**config.mk**
```make
export PLATFORM = sky130hd
export DESIGN_NAME = fpet_timer
export DESIGN_NICKNAME = d
export VERILOG_FILES = /design/src/rtl/fpet_tick.v /design/src/rtl/fpet_timer.v
export VERILOG_INCLUDE_DIRS = /design/src /design/src/rtl
export SDC_FILE = /design/constraint.sdc
export NUM_CORES = 1
export LEC_CHECK = 0
export BUFFER_PORTS_ARGS = -buffer_cell sky130_fd_sc_hd__buf_2
export CELL_PAD_IN_SITES_DETAIL_PLACEMENT = 1
export CELL_PAD_IN_SITES_GLOBAL_PLACEMENT = 1
export CORE_MARGIN = 2
export CORE_UTILIZATION = 45
export CTS_BUF_LIST = sky130_fd_sc_hd__clkbuf_8 sky130_fd_sc_hd__clkbuf_16
export DETAILED_ROUTE_END_ITERATION = 10
export GPL_ROUTABILITY_DRIVEN = 1
export GPL_TIMING_DRIVEN = 0
export PLACE_DENSITY_LB_ADDON = 0.1
export SYNTH_ARGS = -nofsm -noshare
export SYNTH_HDL_FRONTEND = slang
export SYNTH_SLANG_ARGS = --single-unit
```
**constraint.sdc**
```tcl
create_clock -name CLOCK -period 5 [get_ports CLOCK]
set_input_delay 1 -clock CLOCK [delete_from_list [all_inputs] [get_ports CLOCK]]
set_output_delay 1 -clock CLOCK [all_outputs]
set_load 0.01 [all_outputs]
```
**src/rtl/fpet_regs.vh**
```
`ifndef FPET_REGS_VH
`define FPET_REGS_VH
// Phase lengths in flash timing clock periods
`define FPET_T_WORD 16'h001E
`define FPET_T_BLK_FIRST 16'h0019
`define FPET_T_BLK_NEXT 16'h0012
`define FPET_T_BLK_END 16'h0006
`define FPET_T_MASS 16'h2961
`define FPET_T_SEG 16'h12D3
`define FPET_BLK_LAST 6'h3F
// Operation codes
`define FPET_OP_WORD 2'h0
`define FPET_OP_BLOCK 2'h1
`define FPET_OP_SEG 2'h2
`define FPET_OP_MASS 2'h3
`define FPET_CNT_W 16
`endif

```
**src/rtl/fpet_tick.v**
```verilog
`timescale 1ns/1ps
// Three-stage synchroniser and edge detector for the flash timing clock
module fpet_tick (
  input wire clk, // System clock
  input wire rst, // Synchronous reset
  input wire ce, // Clock enable
  input wire ftg_in, // Asynchronous flash timing clock
  output reg tick // One pulse per timing clock period
);
  reg s1_r;
  reg s2_r;
  reg s3_r;
  reg lvl_r;
  always @(posedge clk) begin
    if (rst) begin
      s1_r <= 1'b0;
      s2_r <= 1'b0;
      s3_r <= 1'b0;
      lvl_r <= 1'b0;
      tick <= 1'b0;
    end else if (ce) begin
      s1_r <= ftg_in;
      s2_r <= s1_r;
      s3_r <= s2_r;
      tick <= 1'b0;
      // A change is accepted only once stages two and three agree
      if (s2_r == s3_r && s3_r != lvl_r) begin
        lvl_r <= s3_r;
        tick <= s3_r;
      end
    end
  end
endmodule // fpet_tick

```
**src/rtl/fpet_timer.v**
```verilog
// Summary of operation
// - Word or byte program lasts 30 periods
// - Block first word lasts 25 periods
// - Block words one to 63: 18 each
// - Block end sequence waits 6 periods
// - Mass erase 10593, segment erase 4819 periods
`timescale 1ns/1ps
`include "fpet_regs.vh"
module fpet_timer (
  input wire CLOCK, // 200 MHz system clock
  input wire RST, // Synchronous reset, active high
  input wire CE, // Clock enable, freezes all state when low
  input wire FTG_CLK, // Flash timing clock from its generator
  input wire START, // Start pulse for an operation
  input wire [1:0] OP, // Operation code taken with START
  input wire DATA_VALID, // Next block word is ready
  input wire BLOCK_STOP, // Software ends a block write early
  output wire BUSY, // Sequence in progress
  output wire REJECT, // Start refused while busy
  output reg PROG_EN, // Array program phase active
  output reg ERASE_EN, // Array erase phase active
  output reg WORD_DONE, // Pulse at end of each programmed word
  output reg [5:0] BLK_INDEX, // Position within the block
  output reg DONE // Pulse when the sequence ends
);
  localparam ST_IDLE = 6'b000001;
  localparam ST_WORD = 6'b000010;
  localparam ST_BFIRST = 6'b000100;
  localparam ST_BWAIT = 6'b001000;
  localparam ST_BNEXT = 6'b010000;
  localparam ST_ERASE = 6'b100000;
  reg [5:0] state_r;
  reg end_r;
  reg [`FPET_CNT_W-1:0] cnt_r;
  reg mass_r;
  wire tick;
  wire cnt_last;
  fpet_tick u_tick (
    .clk(CLOCK),
    .rst(RST),
    .ce(CE),
    .ftg_in(FTG_CLK),
    .tick(tick)
  );
  assign cnt_last = tick && (cnt_r == 16'h0001);
  assign BUSY = (state_r != ST_IDLE) || end_r;
  assign REJECT = START && BUSY;
  always @(posedge CLOCK) begin
    if (RST) begin
      state_r <= ST_IDLE;
      end_r <= 1'b0;
      cnt_r <= 16'h0000;
      mass_r <= 1'b0;
      PROG_EN <= 1'b0;
      ERASE_EN <= 1'b0;
      WORD_DONE <= 1'b0;
      BLK_INDEX <= 6'h00;
      DONE <= 1'b0;
    end else if (CE) begin
      WORD_DONE <= 1'b0;
      DONE <= 1'b0;
      if (tick && cnt_r != 16'h0000)
        cnt_r <= cnt_r - 16'h0001;
      if (end_r) begin
        if (cnt_last) begin
          end_r <= 1'b0;
          state_r <= ST_IDLE;
          DONE <= 1'b1;
        end
      end else begin
        case (state_r)
          ST_IDLE: begin
            if (START) begin
              BLK_INDEX <= 6'h00;
              case (OP)
                `FPET_OP_WORD: begin
                  state_r <= ST_WORD;
                  cnt_r <= `FPET_T_WORD;
                  PROG_EN <= 1'b1;
                end
                `FPET_OP_BLOCK: begin
                  state_r <= ST_BFIRST;
                  cnt_r <= `FPET_T_BLK_FIRST;
                  PROG_EN <= 1'b1;
                end
                `FPET_OP_MASS: begin
                  state_r <= ST_ERASE;
                  mass_r <= 1'b1;
                  cnt_r <= `FPET_T_MASS;
                  ERASE_EN <= 1'b1;
                end
                default: begin
                  state_r <= ST_ERASE;
                  mass_r <= 1'b0;
                  cnt_r <= `FPET_T_SEG;
                  ERASE_EN <= 1'b1;
                end
              endcase
            end
          end
          ST_WORD: begin
            if (cnt_last) begin
              PROG_EN <= 1'b0;
              WORD_DONE <= 1'b1;
              DONE <= 1'b1;
              state_r <= ST_IDLE;
            end
          end
          ST_BFIRST, ST_BNEXT: begin
            if (cnt_last) begin
              PROG_EN <= 1'b0;
              WORD_DONE <= 1'b1;
              if (BLK_INDEX == `FPET_BLK_LAST) begin
                end_r <= 1'b1;
                cnt_r <= `FPET_T_BLK_END;
              end else begin
                state_r <= ST_BWAIT;
              end
            end
          end
          ST_BWAIT: begin
            // Programming voltage stays off between words while data is awaited
            if (BLOCK_STOP) begin
              end_r <= 1'b1;
              cnt_r <= `FPET_T_BLK_END;
            end else if (DATA_VALID) begin
              state_r <= ST_BNEXT;
              BLK_INDEX <= BLK_INDEX + 6'h01;
              cnt_r <= `FPET_T_BLK_NEXT;
              PROG_EN <= 1'b1;
            end
          end
          ST_ERASE: begin
            if (cnt_last) begin
              ERASE_EN <= 1'b0;
              mass_r <= 1'b0;
              DONE <= 1'b1;
              state_r <= ST_IDLE;
            end
          end
          default: begin
            state_r <= ST_IDLE;
            PROG_EN <= 1'b0;
            ERASE_EN <= 1'b0;
          end
        endcase
      end
    end
  end
endmodule // fpet_timer

```
# Word-level counts from Yosys, hierarchy flattened
# Index checks and enable logic that the tools add are counted.
[classes]
n_addsub = 2
eq_ne = 25
mux = 43
bitwise = 3
reduce_logical = 18
[ops]
columns = ["cell", "n"]
rows = [
  ["$mux W16", 7],
  ["$mux W6", 10],
  ["$pmux W16 S3", 1],
  ["$pmux W14 S3", 1],
  ["$pmux W6 S2", 2],
  ["$pmux W6 S4", 1],
  ["$mux W1", 18],
  ["$reduce_and A6 Y1", 3],
  ["$eq A16 B1 Y1 const B", 1],
  ["$reduce_bool A16 Y1", 1],
  ["$sub A16 B1 Y16 const B", 1],
  ["$ne A3 B3 Y1 const B", 5],
  ["$eq A6 B6 Y1 const B", 2],
  ["$ne A2 B2 Y1 const B", 6],
  ["$reduce_and A8 Y1", 1],
  ["$add A6 B1 Y6 const B", 1],
  ["$eq A6 B1 Y1 const B", 1],
  ["$eq A6 B2 Y1 const B", 1],
  ["$eq A6 B3 Y1 const B", 1],
  ["$eq A6 B4 Y1 const B", 1],
  ["$eq A6 B5 Y1 const B", 1],
  ["$ne A6 B1 Y1 const B", 1],
  ["$reduce_or A2 Y1", 3],
  ["$logic_and A1 B1 Y1", 4],
  ["other kinds (15)", 17],
]
[totals]
regBits = 38
in_bits = 9
output_inout_bits = 12
wordCells = 104

# Longest topological paths before layout
[logic_depth]
word_depth = 7
ltp_mapped = 8
depth_no_buf = 8

# Hierarchy
# Synthesis repeated with hierarchy kept, for this count alone.
[hier_totals]
hier_cells = 326
hier_area_um2 = 2592.5
[modules_own_cells]
columns = ["mod", "instances", "cells_per_inst", "area_each_um2", "seq_area_each_um2"]
rows = [
  ["fpet_timer", 1, 306, 2374.8, 660.6],
  ["fpet_tick", 1, 20, 217.7, 100.1],
]

# Worst setup path after synthesis
# Ideal clock, no wire load.
[synth_timing]
path_type = "input to register"
start = "in START"
end = "reg PROG_EN"
setup_ns = 0.128
arrival_ns = 2.345
t_required_ns = 4.872
path_slack_ns = 2.528
cell_stages = 7
path_buffers = 2
cell_sequence = "clkbuf_1 and3b_1 buf_2 a21oi_2 or4b_1 mux2i_1 nor2_1"
[synth_via]
elab_chain_cells = 2
[synth_lines]
columns = ["item", "line", "source"]
rows = [
  ["start, declared", "fpet_timer.v:14", "input wire START,"],
  ["$ne A2 B2 Y1 (no line)", "--", ""],
  ["$reduce_and A8 Y1 (no line)", "--", ""],
  ["end signal, assigned", "fpet_timer.v:54", "PROG_EN <= 1'b0;"],
  ["end signal, assigned", "fpet_timer.v:79", "PROG_EN <= 1'b1;"],
  ["end signal, assigned", "fpet_timer.v:84", "PROG_EN <= 1'b1;"],
  ["end, declared", "fpet_timer.v:20", "output reg PROG_EN,"],
]
# Every way passes these cells.
# A chain may end at the register's enable or synchronous reset.

# Worst setup path in the final report
[layout_timing]
start = "reg state_r[2]"
end = "out REJECT"
[layout_via]
elab_chain_cells = 3
[layout_lines]
columns = ["item", "line", "source"]
rows = [
  ["start, declared", "fpet_timer.v:32", "reg [5:0] state_r;"],
  ["start signal, assigned", "fpet_timer.v:50", "state_r <= ST_IDLE;"],
  ["start signal, assigned", "fpet_timer.v:67", "state_r <= ST_IDLE;"],
  ["start signal, assigned", "fpet_timer.v:77", "state_r <= ST_WORD;"],
  ["$ne A6 B1 Y1", "fpet_timer.v:46", "assign BUSY = (state_r != ST_IDLE) || end_r;"],
  ["$logic_or A1 B1 Y1", "fpet_timer.v:46", ""],
  ["$logic_and A1 B1 Y1", "fpet_timer.v:47", "assign REJECT = START && BUSY;"],
  ["end, declared", "fpet_timer.v:19", "output wire REJECT,"],
]
# Every way passes these cells.

==> impl_metrics.json <==
{
  "rsz0062_at_grt": "false",
  "synth_edf_count": 0,
  "drc_errors": 0,
  "pwr-share-comb_pct": 32.1,
  "hold_path_class": "flip-flop to flip-flop",
  "postCtsSetupRepairBufs": 0,
  "arrival_ns": 2.05,
  "fin_crit_sh_pct": 60.96,
  "wl_per_cell_um": 20.05,
  "synth_top_cells_by_count": "38 x dfxtp_1, 29 x nand2_1, 28 x nor2_1",
  "synth_fp_nets": 344,
  "clkLatencyLatePin_ns": 0.31,
  "p_leak_nw": 1.091,
  "hold_viol": 0,
  "sequentialPowerShare_pct": 39.9,
  "synth.area.top_cells": "dfxtp_1 29%, a21oi_1 4.7%, nand2_1 4.1%",
  "drive_gt1_share_pct": 13.76,
  "ir_drop_uv": 136.2,
  "setup_viol": 0,
  "switchingPower_mw": 0.3169,
  "pin_count": 21,
  "hold_start": "u_tick.s3_r",
  "clk_pin_slew_ns": 0.09,
  "cts_tree": "yes",
  "async_reset_ff_share_pct": 0,
  "drt.antenna.violating_nets": 0,
  "hpwl_um": 6300,
  "syn_inst": 331,
  "gp_congestion": 0.8499,
  "grt_usage_pct": 28.31,
  "die_w_um": 80.69,
  "hold_buffers": 0,
  "cp_cell_sequence": "buf_6 -> nor4_4 -> and2_1 -> buf_2 -> nand2b_1 -> and2_1 -> buf_2",
  "sw_frac_of_total_pct": 37.78,
  "r2r-start": "state_r[1]",
  "syn2layout_area_growth_pct": 10.07,
  "synthesis.area_um2": 2646,
  "synth_warnings": 0,
  "htreeDepth": 2,
  "die_area_um2": 6510,
  "end_kind": "primary output",
  "synth_cell_types": 68,
  "max_freq_ghz": 0.3281,
  "grt_pass1_wl_um": 13990,
  "fin_ws_ns": 1.952,
  "skew_ns": 0.01007,
  "die_h_um": 80.69,
  "final_cells": 428,
  "critPathLaunchType": "flip-flop",
  "r2r_slack_ns": 2.66,
  "cts.sinks": 38,
  "post_cts_resized": 0,
  "gr-total-overflow": 0,
  "setup-tns-final_ns": 0,
  "grt_pass1_vias": 2701,
  "final.min_clock_period_ns": 3.048,
  "reg2reg_depth": 7,
  "pre_cts_ws_ns": 2.208,
  "synth_ff_type": "dfxtp_1",
  "antenna_found_initial": 0,
  "cp.required_ns": 4.00,
  "yosysTopAreaCellShare_pct": 28.75,
  "clkPwrFrac_pct": 28.0,
  "maxCapViolations": 0,
  "crit_path_max_fanout": 10,
  "yosysMostFrequentCell": "dfxtp_1",
  "vias_per_cell": 6.421,
  "p_per_area_nw_per_um2": 287.9,
  "start_util_pct": 47.19,
  "slew-limit-headroom_pct": 52.89,
  "worst_slew_pin_slew_ns": 0.7035,
  "numCtsBuffers": 5,
  "rr_endpoint": "state_r[1]",
  "coreArea_um2": 5608,
  "timing.hold.worst_path_depth": 2,
  "yosysSeqAreaShare_pct": 28.75,
  "slowest_delay_ns": 0.38,
  "ys_ff_latch": 38,
  "place_inst": 420,
  "nNetsFinal": 368,
  "final-max-slew-violation-count": 0,
  "port_buffers": 17,
  "cts_max_path_buffers": 2,
  "vias": 2748,
  "num_rows": 27,
  "worstSetupPathType": "flip-flop to primary output",
  "dr.first_iter.drc_count": 295,
  "synth_top_cell_by_area": "dfxtp_1",
  "p_int_mw": 0.5218,
  "grt_max_degree": 12,
  "diodes": 0,
  "root_buffer": "clkbuf_8",
  "synth_area_per_cell_um2": 7.995,
  "min_to": "u_tick.lvl_r",
  "slowest_stage": "nor4_4",
  "dr.pass1.iters": 4,
  "routed_wl_um": 8581,
  "status": "finished, final reports clean"
}
cell usage in the layout, fill, tap and decap left out, types with 3 or more instances in the layout:
| master | netlist | layout |
|---|---|---|
| clkbuf_8 | 0 | 6 |
| or3_1 | 7 | 7 |
| a211oi_1 | 4 | 4 |
| nor4_1 | 9 | 9 |
| nand2_1 | 29 | 29 |
| xnor2_1 | 8 | 8 |
| o21ai_0 | 17 | 17 |
| buf_6 | 3 | 3 |
| ha_1 | 4 | 4 |
| nor2_1 | 28 | 28 |
| inv_1 | 8 | 9 |
| dfxtp_1 | 38 | 38 |
| and3b_1 | 4 | 4 |
| a21oi_1 | 25 | 25 |
| o31ai_1 | 5 | 5 |
| nor4_2 | 3 | 3 |
| o21bai_1 | 4 | 4 |
| xor2_1 | 5 | 5 |
| nand4_1 | 5 | 5 |
| nor4_4 | 3 | 3 |
| buf_2 | 4 | 21 |
| mux2i_1 | 6 | 6 |
| clkbuf_1 | 12 | 12 |
| o2bb2ai_1 | 3 | 3 |
| nand3b_1 | 3 | 3 |
| nor3_1 | 19 | 19 |
| nand2b_1 | 6 | 6 |
| o211ai_1 | 5 | 5 |
| nand3_1 | 11 | 11 |
| and2_1 | 4 | 4 |
final cells by class:
class	count	area (µm²)
Multi-Input combinational cell	264	1745
Timing Repair Buffer	17	85.08
Clock inverter	2	8.758
Buffer	21	110.1
Tap cell	72	90.09
Fill cell	722	2695
Clock buffer	6	82.58
Inverter	8	30.03
Sequential cell	38	760.7
registers in the layout, indices dropped and copies added, names as in the netlist:
name          cells
u_tick.s3_r       1
BLK_INDEX         6
PROG_EN           1
u_tick.s2_r       1
u_tick.tick       1
u_tick.lvl_r      1
WORD_DONE         1
u_tick.s1_r       1
cnt_r            16
ERASE_EN          1
end_r             1
state_r           6
DONE              1
metrics by stage:
step | instance area (µm²) | hold WS (ns) | power [mW] | utilization [%]
4_1_cts | 2913 | 0.4968 | 0.8354 | 51.94
2_1_floorplan | 2646 | 0.4488 | 0.5261 | -
6_report | 2913 | 0.4973 | 0.8387 | 51.94
3_3_place_gp | 2821 | 0.4683 | 0.5968 | 50.31
3_5_place_dp | 2821 | 0.4839 | 0.6024 | 50.31
5_1_grt | 2913 | 0.5319 | 0.8749 | 51.94
worst max-delay path, delay by kind of cell, from the launching register on:
family | cells | cell delay [ns]
simple gates | 4 | 0.88
flops | 1 | 0.32
buf+inv | 3 | 0.53
cell families (layout without fill, tap and decap cells):
group / after synthesis / in the layout / synth area share, %
AO/OA/AOI/OAI: 89 / 89 / 22.84
XOR/XNOR: 13 / 13 / 4.303
adder cells (fa/ha/maj): 4 / 4 / 1.891
buffers and inverters: 29 / 54 / 5.295
flip-flops: 38 / 38 / 28.75
multiplexers: 7 / 7 / 2.695
AND/OR/NAND/NOR: 151 / 151 / 34.23
metal layers:
| layer | wire length, µm | vias up | global-route usage [%] |
|---|---|---|---|
| li1 | - | 1279 | - |
| met1 | 4088 | 1360 | 39.38 |
| met2 | 3905 | 87 | 45.33 |
| met3 | 404 | 22 | 3.708 |
| met4 | 183 | 0 | 8.644 |
| met5 | 0 | - | 0 |
worst max path at each step:
stage | slack, ns | to | cells past startpoint | start
floorplan | 2.53 | PROG_EN | 7 | START
global placement | 2.27 | cnt_r[1] | 5 | CE
detailed placement | 2.21 | cnt_r[13] | 6 | START
CTS | 1.96 | REJECT | 7 | state_r[2]
global route | 1.86 | REJECT | 7 | state_r[2]
finish | 1.95 | REJECT | 7 | state_r[2]
power groups by stage:
stage | logic [mW] | registers, mW | clock network [mW]
final | 0.269 | 0.335 | 0.235
after global routing | 0.292 | 0.337 | 0.246
after CTS | 0.263 | 0.335 | 0.237
after detailed placement | 0.261 | 0.342 | 0
after global placement | 0.256 | 0.341 | 0
after floorplan | 0.187 | 0.340 | 0
Note: power is estimated with default switching activity, not from simulation.
